$ cat config.mk
export PLATFORM = sky130hd
export DESIGN_NAME = phc_regs
export DESIGN_NICKNAME = d
export VERILOG_FILES = /design/src/core/phc_pkg.sv /design/src/core/phc_sync2.sv /design/src/core/phc_regs.sv
export SDC_FILE = /design/constraint.sdc
export NUM_CORES = 1
export LEC_CHECK = 0
export BUFFER_PORTS_ARGS = -buffer_cell sky130_fd_sc_hd__buf_4
export CORE_MARGIN = 3
export CORE_UTILIZATION = 38
export CTS_BUF_LIST = sky130_fd_sc_hd__clkbuf_8
export CTS_CLUSTER_SIZE = 10
export DETAILED_ROUTE_END_ITERATION = 6
export HOLD_SLACK_MARGIN = 0.03
export PLACE_DENSITY_LB_ADDON = 0.25
export REMOVE_ABC_BUFFERS = 1
export SYNTH_ARGS = -nofsm -noshare
export SYNTH_HDL_FRONTEND = slang
export SYNTH_SLANG_ARGS = --single-unit
export TNS_END_PERCENT = 1
$ cat constraint.sdc
create_clock -name clock_i -period 1.4 [get_ports clock_i]
set_input_delay 0.07 -clock clock_i [delete_from_list [all_inputs] [get_ports clock_i]]
set_output_delay 0.07 -clock clock_i [all_outputs]
set_load 0.005 [all_outputs]
$ cat src/core/phc_pkg.sv
package phc_pkg;
    // ------------------------------------------------------------
    // register map
    // ------------------------------------------------------------
    localparam int PHC_ADDR_W = 10;
    localparam logic [9:0] PHC_ADDR_HOLD_CTRL = 10'h01d;
    localparam logic [9:0] PHC_ADDR_ZD_CTRL = 10'h01e;
    localparam logic [9:0] PHC_ADDR_PLL_STATUS = 10'h01f;

    // ------------------------------------------------------------
    // reset values and writable masks
    // ------------------------------------------------------------
    localparam logic [7:0] PHC_HOLD_CTRL_RST = 8'h80;
    localparam logic [7:0] PHC_ZD_CTRL_RST = 8'h00;
    localparam logic [7:0] PHC_HOLD_CTRL_MASK = 8'hfb;
    localparam logic [7:0] PHC_ZD_CTRL_MASK = 8'h1e;
    localparam logic [7:0] PHC_PLL_STATUS_RST = 8'h00;

    // ------------------------------------------------------------
    // field positions, hold control register
    // ------------------------------------------------------------
    localparam int PHC_B_EEPROM_STATUS = 7;
    localparam int PHC_B_CRYSTAL_AMP = 6;
    localparam int PHC_B_DOUBLER = 5;
    localparam int PHC_B_STATUS_FREEZE = 4;
    localparam int PHC_B_LOCK_CMP = 3;
    localparam int PHC_B_EXT_HOLD = 1;
    localparam int PHC_B_HOLD_EN = 0;

    // ------------------------------------------------------------
    // field positions, zero delay control register
    // ------------------------------------------------------------
    localparam int PHC_B_FB_SEL_HI = 4;
    localparam int PHC_B_FB_SEL_LO = 3;
    localparam int PHC_B_ZD_EXT = 2;
    localparam int PHC_B_ZD_EN = 1;

    // ------------------------------------------------------------
    // status word from the pll section, same clock
    // ------------------------------------------------------------
    typedef struct packed {
        logic vco_cal_done;
        logic holdover_active;
        logic ref2_selected;
        logic vco_above;
        logic ref2_above;
        logic ref1_above;
    } phc_status_t;
endpackage

$ cat src/core/phc_sync2.sv
`timescale 1ns/1ps
module phc_sync2 #(
    parameter int WIDTH = 1
) (
    input wire logic clock_i,
    input wire logic rst_n_i,
    input wire logic ce_i,
    input wire logic [WIDTH-1:0] async_i,
    output logic [WIDTH-1:0] sync_o
);
    logic [WIDTH-1:0] meta_r;

    // first stage is read only by the second
    always_ff @(posedge clock_i or negedge rst_n_i) begin
        if (!rst_n_i) begin
            meta_r <= '0;
            sync_o <= '0;
        end else if (ce_i) begin
            meta_r <= async_i;
            sync_o <= meta_r;
        end
    end
endmodule

$ cat src/core/phc_regs.sv
// Notes on behaviour
// - Hold-control bit 7 (reset 1) puts the EEPROM status on the status pin, overriding the selected status source.
// - Hold-control bit 6 enables the crystal amplifier at the reference input, off after reset.
// - Hold-control bit 5 enables the reference doubler, off after reset.
// - Hold-control bit 4 set freezes the PLL readback status register; clear lets it follow the PLL.
// - Hold-control bit 3 clear makes the holdover controller see the lock-detect input as true; set uses the comparator.
// - The enabled lock-detect comparator result is offered to the monitor and status pin selection.
// - Hold-control bit 1 hands holdover to the external hold pin and disables internal holdover.
// - Hold-control bit 0 enables internal holdover, off after reset.
// - Zero-delay bits 4:3 select channel divider 0 to 3 for external zero-delay feedback, 0 after reset.
// - Readback status bit 5 reports holdover currently active, not merely enabled.
// - External zero delay is used only when the zero-delay enable and the external mode bits are both set.
`timescale 1ns/1ps
module phc_regs
    import phc_pkg::*;
(
    input wire logic clock_i,
    input wire logic rst_n_i,
    input wire logic ce_i,
    input wire logic wr_en_i,
    input wire logic rd_en_i,
    input wire logic [PHC_ADDR_W-1:0] addr_i,
    input wire logic [7:0] wr_data_i,
    input wire phc_status_t pll_status_i,
    input wire logic status_sel_i,
    input wire logic eeprom_status_i,
    input wire logic lock_detect_pin_i,
    input wire logic hold_pin_i,
    output logic [7:0] rd_data_o,
    output logic status_pin_o,
    output logic crystal_amplifier_en_o,
    output logic doubler_en_o,
    output logic lock_detect_cmp_o,
    output logic holdover_lock_ok_o,
    output logic internal_holdover_en_o,
    output logic external_holdover_mode_o,
    output logic external_hold_o,
    output logic [1:0] zd_fb_sel_o,
    output logic zd_internal_o,
    output logic zd_external_o
);
    // ------------------------------------------------------------
    // pin synchronisers
    // ------------------------------------------------------------
    logic [1:0] pins_sync;

    phc_sync2 #(
        .WIDTH(2)
    ) u_sync (
        .clock_i(clock_i),
        .rst_n_i(rst_n_i),
        .ce_i(ce_i),
        .async_i({lock_detect_pin_i, hold_pin_i}),
        .sync_o(pins_sync)
    );

    wire lock_pin_s = pins_sync[1];
    wire hold_pin_s = pins_sync[0];

    // ------------------------------------------------------------
    // registers
    // ------------------------------------------------------------
    logic [7:0] hold_ctrl_r;
    logic [7:0] zd_ctrl_r;
    logic [7:0] pll_status_r;

    wire sel_hold = (addr_i == PHC_ADDR_HOLD_CTRL);
    wire sel_zd = (addr_i == PHC_ADDR_ZD_CTRL);
    wire sel_stat = (addr_i == PHC_ADDR_PLL_STATUS);

    // writes to unused positions are dropped by the masks
    wire [7:0] hold_ctrl_nxt = (wr_en_i && sel_hold) ?
        (wr_data_i & PHC_HOLD_CTRL_MASK) : hold_ctrl_r;
    wire [7:0] zd_ctrl_nxt = (wr_en_i && sel_zd) ?
        (wr_data_i & PHC_ZD_CTRL_MASK) : zd_ctrl_r;

    // bits 7 and 0 have no source and stay zero
    wire [7:0] status_live = {1'b0, pll_status_i, 1'b0};
    wire status_freeze = hold_ctrl_r[PHC_B_STATUS_FREEZE];
    wire [7:0] pll_status_nxt = status_freeze ? pll_status_r : status_live;

    always_ff @(posedge clock_i or negedge rst_n_i) begin
        if (!rst_n_i) begin
            hold_ctrl_r <= PHC_HOLD_CTRL_RST;
        end else if (ce_i) begin
            hold_ctrl_r <= hold_ctrl_nxt;
        end
    end

    always_ff @(posedge clock_i or negedge rst_n_i) begin
        if (!rst_n_i) begin
            zd_ctrl_r <= PHC_ZD_CTRL_RST;
        end else if (ce_i) begin
            zd_ctrl_r <= zd_ctrl_nxt;
        end
    end

    always_ff @(posedge clock_i or negedge rst_n_i) begin
        if (!rst_n_i) begin
            pll_status_r <= PHC_PLL_STATUS_RST;
        end else if (ce_i) begin
            pll_status_r <= pll_status_nxt;
        end
    end

    // ------------------------------------------------------------
    // read path
    // ------------------------------------------------------------
    // unmapped addresses read zero; data holds between reads
    wire [7:0] rd_mux = sel_hold ? hold_ctrl_r :
                        sel_zd ? zd_ctrl_r :
                        sel_stat ? pll_status_r : 8'h00;
    wire [7:0] rd_data_nxt = rd_en_i ? rd_mux : rd_data_o;

    // ------------------------------------------------------------
    // control decode
    // ------------------------------------------------------------
    wire lock_cmp_en = hold_ctrl_r[PHC_B_LOCK_CMP];
    wire ext_hold_mode = hold_ctrl_r[PHC_B_EXT_HOLD];
    wire status_pin_nxt = hold_ctrl_r[PHC_B_EEPROM_STATUS] ?
        eeprom_status_i : status_sel_i;
    wire lock_cmp_nxt = lock_cmp_en & lock_pin_s;
    // without the comparator a dead pin must not stall holdover
    wire lock_ok_nxt = lock_cmp_en ? lock_pin_s : 1'b1;
    // external mode wins over the internal enable
    wire int_hold_nxt = hold_ctrl_r[PHC_B_HOLD_EN] & ~ext_hold_mode;
    wire ext_hold_nxt = ext_hold_mode & hold_pin_s;
    wire zd_on = zd_ctrl_r[PHC_B_ZD_EN];
    wire zd_ext_nxt = zd_on & zd_ctrl_r[PHC_B_ZD_EXT];
    wire zd_int_nxt = zd_on & ~zd_ctrl_r[PHC_B_ZD_EXT];
    wire crystal_amp_nxt = hold_ctrl_r[PHC_B_CRYSTAL_AMP];
    wire doubler_nxt = hold_ctrl_r[PHC_B_DOUBLER];
    wire [1:0] zd_fb_sel_nxt = zd_ctrl_r[PHC_B_FB_SEL_HI:PHC_B_FB_SEL_LO];

    // ------------------------------------------------------------
    // read data output
    // ------------------------------------------------------------
    always_ff @(posedge clock_i or negedge rst_n_i) begin
        if (!rst_n_i) begin
            rd_data_o <= 8'h00;
        end else if (ce_i) begin
            rd_data_o <= rd_data_nxt;
        end
    end

    // ------------------------------------------------------------
    // status pin and reference input controls
    // ------------------------------------------------------------
    always_ff @(posedge clock_i or negedge rst_n_i) begin
        if (!rst_n_i) begin
            status_pin_o <= 1'b0;
        end else if (ce_i) begin
            status_pin_o <= status_pin_nxt;
        end
    end

    always_ff @(posedge clock_i or negedge rst_n_i) begin
        if (!rst_n_i) begin
            crystal_amplifier_en_o <= 1'b0;
        end else if (ce_i) begin
            crystal_amplifier_en_o <= crystal_amp_nxt;
        end
    end

    always_ff @(posedge clock_i or negedge rst_n_i) begin
        if (!rst_n_i) begin
            doubler_en_o <= 1'b0;
        end else if (ce_i) begin
            doubler_en_o <= doubler_nxt;
        end
    end

    // ------------------------------------------------------------
    // holdover controls
    // ------------------------------------------------------------
    always_ff @(posedge clock_i or negedge rst_n_i) begin
        if (!rst_n_i) begin
            lock_detect_cmp_o <= 1'b0;
        end else if (ce_i) begin
            lock_detect_cmp_o <= lock_cmp_nxt;
        end
    end

    always_ff @(posedge clock_i or negedge rst_n_i) begin
        if (!rst_n_i) begin
            holdover_lock_ok_o <= 1'b1;
        end else if (ce_i) begin
            holdover_lock_ok_o <= lock_ok_nxt;
        end
    end

    always_ff @(posedge clock_i or negedge rst_n_i) begin
        if (!rst_n_i) begin
            internal_holdover_en_o <= 1'b0;
        end else if (ce_i) begin
            internal_holdover_en_o <= int_hold_nxt;
        end
    end

    always_ff @(posedge clock_i or negedge rst_n_i) begin
        if (!rst_n_i) begin
            external_holdover_mode_o <= 1'b0;
        end else if (ce_i) begin
            external_holdover_mode_o <= ext_hold_mode;
        end
    end

    always_ff @(posedge clock_i or negedge rst_n_i) begin
        if (!rst_n_i) begin
            external_hold_o <= 1'b0;
        end else if (ce_i) begin
            external_hold_o <= ext_hold_nxt;
        end
    end

    // ------------------------------------------------------------
    // zero delay controls
    // ------------------------------------------------------------
    always_ff @(posedge clock_i or negedge rst_n_i) begin
        if (!rst_n_i) begin
            zd_fb_sel_o <= 2'h0;
        end else if (ce_i) begin
            zd_fb_sel_o <= zd_fb_sel_nxt;
        end
    end

    always_ff @(posedge clock_i or negedge rst_n_i) begin
        if (!rst_n_i) begin
            zd_internal_o <= 1'b0;
        end else if (ce_i) begin
            zd_internal_o <= zd_int_nxt;
        end
    end

    always_ff @(posedge clock_i or negedge rst_n_i) begin
        if (!rst_n_i) begin
            zd_external_o <= 1'b0;
        end else if (ce_i) begin
            zd_external_o <= zd_ext_nxt;
        end
    end
endmodule

==> results of run 1 <==
-- sequential cells by signal, summed over array words and instances (netlist names) --
signal                    flops
rd_data_o                     8
hold_ctrl_r                   7
pll_status_r                  6
zd_ctrl_r                     4
u_sync.meta_r                 2
u_sync.sync_o                 2
zd_fb_sel_o                   2
crystal_amplifier_en_o        1
doubler_en_o                  1
external_hold_o               1
external_holdover_mode_o      1
holdover_lock_ok_o            1
internal_holdover_en_o        1
lock_detect_cmp_o             1
status_pin_o                  1
zd_external_o                 1
zd_internal_o                 1
-- kinds of logic (layout without fill, tap and decap cells) --
logic type | Yosys count | count (layout) | synth area share (%)
AOI/OAI and AO/OA | 19 | 19 | 6.95
buffers and inverters | 14 | 88 | 3.29
DFF | 41 | 41 | 58.9
and+or+nand+nor | 30 | 30 | 10.5
muxes | 32 | 32 | 20.4
-- final cells by class --
cell class,instances,area share [%]
sequential,41,41.7
multi-input combinational,81,26.8
timing repair buffer,74,24.4
clock buffer,5,2.79
tap,52,2.64
inverter,6,0.914
clock inverter,3,0.711
-- per-layer routing --
layer | wire [um] | track usage [%] | up-vias
met5 | 0 | 0 | -
met4 | 93 | 7.04 | 0
met3 | 252 | 4.79 | 10
met2 | 1950 | 23.9 | 36
met1 | 1580 | 17.8 | 638
li1 | - | - | 627
-- cell usage after synthesis --
library cell / instances / area (um2)
a31oi_1: 1 / 6.26
nand4_2: 1 / 12.5
a32o_1: 2 / 20.0
nand3_1: 3 / 15.0
nand2_1: 9 / 33.8
nand4_1: 4 / 25.0
o21ai_0: 9 / 45.0
buf_2: 4 / 20.0
nor2b_1: 2 / 12.5
nor2_1: 4 / 15.0
clkbuf_1: 4 / 15.0
and2_1: 2 / 12.5
nand3b_1: 2 / 15.0
mux2i_1: 3 / 30.0
nor4b_4: 1 / 23.8
and2b_1: 1 / 7.51
dfstp_2: 2 / 52.6
o31ai_1: 3 / 22.5
dfrtp_1: 39 / 976
mux2_2: 29 / 327
inv_1: 6 / 22.5
nor4bb_1: 1 / 10.0
a22oi_1: 3 / 22.5
a21oi_1: 1 / 5.00
-- through the flow --
stage	cell area, um2	std cells
5_1_grt	2460	262
3_5_place_dp	2200	236
3_3_place_gp	2200	236
2_1_floorplan	1710	128
4_1_cts	2460	262
6_report	2460	262
-- worst paths after layout --
check                          startpoint            endpoint  slack [ns]  depth (start not counted)
setup / recovery                     ce_i        zd_ctrl_r[1]        0.06                          5
hold / removal                  addr_i[0]        rd_data_o[5]        0.10                          2
setup reg to reg           hold_ctrl_r[4]     pll_status_r[1]        0.27                          3
hold reg to reg              rd_data_o[1]        rd_data_o[1]        0.48                          2
max in group asynchronous         rst_n_i  holdover_lock_ok_o        0.73                          2
min in group asynchronous         rst_n_i        rd_data_o[1]        0.29                          2
-- power breakdown --
group	leakage (nW)	total (W)	switching, W	internal (W)
combinational	0.603	0.000260	0.000106	0.000155
clock	0.0439	0.000745	0.000401	0.000344
sequential	0.540	0.00124	0.0000216	0.00122
total	1.19	0.00225	0.000529	0.00172
-- worst max-delay path: stages --
cell and delay (ns):
dlygate4sd3_1 0.53, buf_4 0.17, and2_1 0.18, nand4_1 0.21, mux2_2 0.36
-- timing repair --
| action | in CTS | in global routing |
|---|---|---|
| hold buffers | 18 | 0 |
| hold endpoints to repair | 59 | 0 |
| endpoints found under the setup margin | 0 | 4 |
| setup buffers | 0 | 0 |
==> impl_metrics.env, run 1 <==
export IMPL_wirelength_um=3880
export IMPL_timing_critical_path_from_type="input port"
export IMPL_netlist_area_um2=1750
export IMPL_vias=1311
export IMPL_fin_setup_tns_ns=0
export IMPL_synth_sequential_area_ratio_pct=58.9
export IMPL_via_count_of_the_first_global_routing_pass=1363
export IMPL_wire_per_inst_um=14.8
export IMPL_holdWs_ns=0.104
export IMPL_cp_endpoint_kind="flop"
export IMPL_placement_io_buffers=52
export IMPL_timing_max_transition_violations_final=0
export IMPL_ys_ff_latch=41
export IMPL_max_cap_viol_count=0
export IMPL_dp_hpwl_um=2850
export IMPL_area_of_the_core_um2=4380
export IMPL_setup_repair_after_global_routing_missed_its_margin="yes"
export IMPL_timing_slew_headroom_pct=65.4
export IMPL_postSynthCellCount=136
export IMPL_maxClockFrequency_ghz=0.744
export IMPL_critical_path_required_ns=1.57
export IMPL_register_area_um2=1030
export IMPL_die_area_um2=5450
export IMPL_fin_total_pwr_w=0.00225
export IMPL_die_height_um=73.8
export IMPL_total_area_of_multi_input_combinational_cells_um2=661
export IMPL_most_common_cell_after_layout_fill_and_taps_aside="buf_4"
export IMPL_clock_tree_htree_level_count=2
export IMPL_arrival_ns=1.52
export IMPL_wire_length_of_the_first_global_routing_pass_um=6100
export IMPL_drt_vias_per_instance=5.00
export IMPL_ant_nets=0
export IMPL_drive_above_1_share_pct=46.2
export IMPL_ys_warnings_count=0
export IMPL_irDropWorstVdd_uv=558
export IMPL_chipWidth_um=73.8
export IMPL_largest_net_degree_at_the_start_of_global_routing=42
export IMPL_gpl_final_weighted_congestion=0.771
export IMPL_preCtsSetupSlack_ns=-0.0334
export IMPL_floorplan_io_pins=53
export IMPL_insertedDiodeCount=0
export IMPL_final_hold_vio_count=0
export IMPL_run_status="complete, no violations"
export IMPL_cts_repair_resized=0
export IMPL_clock_sink_count=41
export IMPL_initial_utilization_pct=39.8
export IMPL_drt_drc_violations_left=0
export IMPL_leakage_power_nw=1.19
export IMPL_number_of_distinct_standard_cells_referenced_by_the_synthesized_netlist=24
export IMPL_utilization_pct=56.2
export IMPL_synth_area_per_inst_um2=12.8
export IMPL_hp_class="input port to flop"
export IMPL_layout_common_cells="buf_4, dfrtp_1, mux2_2"
export IMPL_power_density_nw_per_um2=913
export IMPL_clk_transition_reported_paths_ns=0.08
export IMPL_overflow=0
export IMPL_fillCellCount=373
export IMPL_setup_viol=0
export IMPL_final_clock_period_utilization_by_the_worst_path_pct=96.1
export IMPL_gr_usage_all_layers_pct=14.8
export IMPL_area_growth_synth_to_final_pct=41.0
export IMPL_cts_buffers=5
export IMPL_drt_initial_drc_count=106
export IMPL_ctsRootBufferMaster="clkbuf_8"
export IMPL_clkLatencyLatePin_ns=0.29
export IMPL_max_clock_path_buffers=2
export IMPL_critPathMaxFanout=8
export IMPL_drtPass1Iterations=4
export IMPL_finish_net_count=242
export IMPL_antenna_violations_before_repair=0
export IMPL_layout_setup_ws_ns=0.0552
export IMPL_core_rowCount=24
export IMPL_final_critical_path_required_period_ns=1.34
export IMPL_tritoncts_clock_tree="done"
export IMPL_fin_skew_ns=0.00926
export IMPL_timing_worst_slew_pin_value_ns=0.519
export IMPL_setup_worst_path_class="input port to flop"
No activity file was read; power rests on OpenSTA's default activity.
==> run 2: changes to the inputs <==
--- a/config.mk
+++ b/config.mk
@@ -6,7 +6,7 @@
 export NUM_CORES = 1
 export LEC_CHECK = 0
 export BUFFER_PORTS_ARGS = -buffer_cell sky130_fd_sc_hd__buf_4
-export CORE_MARGIN = 3
+export CORE_MARGIN = 2
 export CORE_UTILIZATION = 38
 export CTS_BUF_LIST = sky130_fd_sc_hd__clkbuf_8
 export CTS_CLUSTER_SIZE = 10
@@ -14,6 +14,7 @@
 export HOLD_SLACK_MARGIN = 0.03
 export PLACE_DENSITY_LB_ADDON = 0.25
 export REMOVE_ABC_BUFFERS = 1
+export SKIP_CTS_REPAIR_TIMING = 1
 export SYNTH_ARGS = -nofsm -noshare
 export SYNTH_HDL_FRONTEND = slang
 export SYNTH_SLANG_ARGS = --single-unit
==> run 2 against run 1 <==
Setup slack better by 0.16 ns. Core utilization up 0.51 points. Clock-buffer cell count unchanged. Total power up 8.0%. Non-clock buffer count unchanged. Combinational power about the same. Register-to-register slack worse by 0.05 ns. Flip-flop and latch count unchanged. Via count up 0.31%. Die area down 5.3%. Sequential share of layout area down 0.38 points.
==> impl_metrics.env, run 2 (synthesized netlist as in run 1, its figures left out) <==
export IMPL_clk_transition_reported_paths_ns=0.08
export IMPL_ant_nets=0
export IMPL_layout_common_cells="buf_4, dfrtp_1, mux2_2"
export IMPL_clock_sink_count=41
export IMPL_cts_buffers=5
export IMPL_drt_initial_drc_count=80
export IMPL_dpl_cell_count=237
export IMPL_clock_tree_htree_level_count=2
export IMPL_setup_viol=0
export IMPL_drtPass1Iterations=4
export IMPL_timing_slew_headroom_pct=65.3
export IMPL_area_growth_synth_to_final_pct=42.3
export IMPL_timing_max_transition_violations_final=0
export IMPL_timing_critical_path_from_type="flop"
export IMPL_clkLatencyLatePin_ns=0.29
export IMPL_via_count_of_the_first_global_routing_pass=1348
export IMPL_power_density_nw_per_um2=977
export IMPL_irDropWorstVdd_uv=489
export IMPL_most_common_cell_after_layout_fill_and_taps_aside="buf_4"
export IMPL_fin_setup_tns_ns=0
export IMPL_wire_per_inst_um=14.7
export IMPL_drt_drc_violations_left=0
export IMPL_die_height_um=71.8
export IMPL_crit_family="flip-flops"
export IMPL_gpl_final_weighted_congestion=0.773
export IMPL_largest_registers="rd_data_o (8), hold_ctrl_r (7), pll_status_r (6)"
export IMPL_max_clock_path_buffers=2
export IMPL_worst_path_max_delay_cell="dfrtp_1"
export IMPL_register_area_um2=1030
export IMPL_leakage_power_nw=1.20
export IMPL_tritoncts_clock_tree="done"
export IMPL_initial_utilization_pct=39.8
export IMPL_floorplan_io_pins=53
export IMPL_cp_endpoint_kind="flop"
export IMPL_largest_net_degree_at_the_start_of_global_routing=42
export IMPL_area_of_the_core_um2=4380
export IMPL_dp_hpwl_um=2800
export IMPL_met3_length_um=223
export IMPL_maxClockFrequency_ghz=0.847
export IMPL_post_dp_cell_area_um2=2200
export IMPL_hp_class="input port to flop"
export IMPL_run_status="complete, no violations"
export IMPL_critPathMaxFanout=4
export IMPL_routed_top_layer="met4"
export IMPL_holdWs_ns=0.0377
export IMPL_critical_path_n_buffers_inverters=1
export IMPL_stdcell_count=262
export IMPL_finish_net_count=242
export IMPL_cpPeakStageDelay_ns=0.40
export IMPL_met2WireLength_um=1970
export IMPL_crit_path_cell_trace="nor2b_1 -> buf_4 -> mux2_2"
export IMPL_wire_length_of_the_first_global_routing_pass_um=6360
export IMPL_antenna_violations_before_repair=0
export IMPL_post_route_cell_area_um2=2490
export IMPL_ctsRootBufferMaster="clkbuf_8"
export IMPL_drive_above_1_share_pct=46.2
export IMPL_arrival_ns=1.35
export IMPL_timing_worst_slew_pin_value_ns=0.521
export IMPL_fin_skew_ns=0.00998
export IMPL_critical_path_required_ns=1.57
export IMPL_total_area_of_multi_input_combinational_cells_um2=661
export IMPL_final_clock_period_utilization_by_the_worst_path_pct=84.3
export IMPL_setup_repair_after_global_routing_missed_its_margin="no"
export IMPL_drt_vias_per_instance=5.02
export IMPL_gr_usage_all_layers_pct=16.4
export IMPL_overflow=0
export IMPL_utilization_pct=56.7
export IMPL_vias=1315
export IMPL_fillCellCount=367
export IMPL_setup_worst_path_class="flop to flop"
export IMPL_insertedDiodeCount=0
export IMPL_core_rowCount=24
export IMPL_chipWidth_um=71.8
export IMPL_routedLengthMet1_um=1620
export IMPL_largest_register_ff_count=8
export IMPL_top_register="rd_data_o"
export IMPL_final_hold_vio_count=0
export IMPL_placement_io_buffers=52
export IMPL_die_area_um2=5150
export IMPL_max_cap_viol_count=0
export IMPL_wirelength_um=3850
export IMPL_final_critical_path_required_period_ns=1.18
[run 2: final cells by class]
cell class | count | share of cell area, %
clock inverter | 3 | 1.71
inverter | 6 | 0.906
multi-input combinational | 81 | 26.6
clock buffer | 5 | 2.77
tap | 52 | 2.62
timing repair buffer | 74 | 24.1
sequential | 41 | 41.4
[run 2: metrics by stage]
| step | worst slack (ns) | power [W] |
|---|---|---|
| after floorplan | -0.142 | 0.00134 |
| after global placement | -0.0288 | 0.00148 |
| after detailed placement | -0.0353 | 0.00149 |
| after CTS | 0.210 | 0.00242 |
| after global routing | 0.152 | 0.00255 |
| final | 0.220 | 0.00243 |
[run 2: final timing paths]
kind	endpoint	cells past startpoint	start	slack [ns]
setup / recovery	pll_status_r[4]	3	hold_ctrl_r[4]	0.22
hold / removal	status_pin_o	2	ce_i	0.04
setup reg to reg	pll_status_r[4]	3	hold_ctrl_r[4]	0.22
hold reg to reg	rd_data_o[4]	2	rd_data_o[4]	0.49
max in group asynchronous	hold_ctrl_r[7]	2	rst_n_i	0.74
min in group asynchronous	zd_external_o	2	rst_n_i	0.29
[run 2: metal layers]
layer	vias to the layer above	global-route usage, %
li1	632	-
met1	641	19.8
met2	38	27.9
met3	4	5.20
met4	0	5.03
met5	-	0
[run 2: power breakdown]
part           total (W)  leakage, nW  internal [W]  switching [W]
Sequential       0.00124        0.540       0.00122      0.0000200
Clock           0.000929       0.0595      0.000528       0.000401
Combinational   0.000258        0.604      0.000155       0.000103
Total            0.00243         1.20       0.00190       0.000525
==> run 3: changes to the inputs <==
==> constraint.sdc (replaced) <==
create_clock -name clock_i -period 1.2 [get_ports clock_i]
set_input_delay 0.06 -clock clock_i [delete_from_list [all_inputs] [get_ports clock_i]]
set_output_delay 0.06 -clock clock_i [all_outputs]
set_load 0.005 [all_outputs]
==> run 3 against run 2 <==
Fmax up 4.9%. Wire length up 1.7%. Critical path depth unchanged. Core utilization up 0.74 points. Sequential power up 17%. Flip-flop and latch count unchanged.
==> impl_metrics.env, run 3 (synthesized netlist as in run 1, its figures left out) <==
export IMPL_area_growth_synth_to_final_pct=44.2
export IMPL_largest_registers="rd_data_o (8), hold_ctrl_r (7), pll_status_r (6)"
export IMPL_dp_hpwl_um=2920
export IMPL_die_height_um=71.8
export IMPL_largest_register_ff_count=8
export IMPL_cts_buffers=5
export IMPL_finish_net_count=247
export IMPL_fin_total_pwr_w=0.00281
export IMPL_leakage_power_nw=1.23
export IMPL_fin_setup_tns_ns=0
export IMPL_r2r_endpoint="pll_status_r[2]"
export IMPL_clock_tree_htree_level_count=2
export IMPL_r2r_setup_slack_ns=0.08
export IMPL_critPathMaxFanout=4
export IMPL_die_area_um2=5150
export IMPL_top_register="rd_data_o"
export IMPL_critical_path_required_ns=1.38
export IMPL_maxClockFrequency_ghz=0.889
export IMPL_final_clock_period_utilization_by_the_worst_path_pct=93.7
export IMPL_arrival_ns=1.31
export IMPL_whs_path_depth=3
export IMPL_drt_vias_per_instance=4.93
export IMPL_ant_nets=0
export IMPL_utilization_pct=57.4
export IMPL_setup_viol=0
export IMPL_wire_per_inst_um=14.7
export IMPL_cp_endpoint_kind="flop"
export IMPL_setup_repair_after_global_routing_missed_its_margin="no"
export IMPL_most_common_cell_after_layout_fill_and_taps_aside="buf_4"
export IMPL_dpl_cell_count=242
export IMPL_fin_skew_ns=0.00980
export IMPL_drtPass1Iterations=4
export IMPL_chipWidth_um=71.8
export IMPL_final_hold_vio_count=0
export IMPL_placement_io_buffers=52
export IMPL_tritoncts_clock_tree="done"
export IMPL_power_density_nw_per_um2=1120
export IMPL_stdcell_count=266
export IMPL_overflow=0
export IMPL_timing_critical_path_from_type="flop"
export IMPL_area_of_the_core_um2=4380
export IMPL_timing_slew_headroom_pct=65.4
export IMPL_via_count_of_the_first_global_routing_pass=1335
export IMPL_whs_endpoint="status_pin_o"
export IMPL_core_rowCount=24
export IMPL_insertedDiodeCount=0
export IMPL_gpl_final_weighted_congestion=0.774
export IMPL_final_critical_path_required_period_ns=1.12
export IMPL_timing_max_transition_violations_final=0
export IMPL_drive_above_1_share_pct=48.1
export IMPL_largest_net_degree_at_the_start_of_global_routing=42
export IMPL_wire_length_of_the_first_global_routing_pass_um=6200
export IMPL_wirelength_um=3920
export IMPL_vias=1311
export IMPL_clkLatencyLatePin_ns=0.29
export IMPL_initial_utilization_pct=39.8
export IMPL_floorplan_io_pins=53
export IMPL_drt_initial_drc_count=73
export IMPL_irDropWorstVdd_uv=924
export IMPL_clock_sink_count=41
export IMPL_min_delay_start="status_sel_i"
export IMPL_run_status="complete, no violations"
export IMPL_antenna_violations_before_repair=0
export IMPL_max_clock_path_buffers=2
export IMPL_ctsRootBufferMaster="clkbuf_8"
export IMPL_hp_class="input port to flop"
export IMPL_drt_drc_violations_left=0
export IMPL_clk_transition_reported_paths_ns=0.08
export IMPL_layout_common_cells="buf_4, dfrtp_1, mux2_2"
export IMPL_r2r_worst_path_cells=3
export IMPL_timing_worst_slew_pin_value_ns=0.520
export IMPL_regToRegStartpoint="hold_ctrl_r[4]"
export IMPL_max_cap_viol_count=0
export IMPL_gr_usage_all_layers_pct=15.9
export IMPL_setup_worst_path_class="flop to flop"
run 3: how the worst max path moves through the flow:
stage	endpoint	slack, ns	start
finish	pll_status_r[2]	0.08	hold_ctrl_r[4]
global route	pll_status_r[2]	0.006	hold_ctrl_r[4]
CTS	pll_status_r[3]	0.03	hold_ctrl_r[4]
detailed placement	hold_ctrl_r[5]	-0.24	addr_i[5]
global placement	hold_ctrl_r[4]	-0.19	addr_i[5]
floorplan	hold_ctrl_r[0]	-0.33	addr_i[2]
run 3: metal layers:
metal	vias up	track usage [%]	share of wire (%)
met5	-	0	0
met2	40	27.8	51
met1	630	18.6	41
met4	0	5.03	1.3
met3	7	4.92	6.7
li1	634	-	-
run 3: through the flow:
step	hold slack [ns]	setup slack, ns	instance area, um2
after floorplan	-0.236	-0.332	1710
after global placement	0.0575	-0.192	2240
after detailed placement	0.0781	-0.235	2240
after CTS	-0.246	0.0306	2350
after global routing	0.0965	0.00624	2520
final	0.0812	0.0751	2520
run 3: final cells by class:
class | count | area (um2)
Multi-Input combinational cell | 81 | 663
Sequential cell | 41 | 1030
Inverter | 6 | 22.5
Fill cell | 366 | 1870
Timing Repair Buffer | 79 | 636
Clock buffer | 5 | 68.8
Tap cell | 52 | 65.1
Clock inverter | 2 | 35.0
run 3: report_power, final:
group | leakage, nW | switching (W) | internal [W]
registers | 0.540 | 0.0000244 | 0.00143
clock network | 0.0540 | 0.000451 | 0.000604
logic | 0.631 | 0.000121 | 0.000187
total | 1.23 | 0.000597 | 0.00222
run 3: worst max-delay path: stages (launching register included):
cell	delay, ns
dfrtp_1	0.40
nor2b_2	0.13
buf_4	0.15
mux2_2	0.33
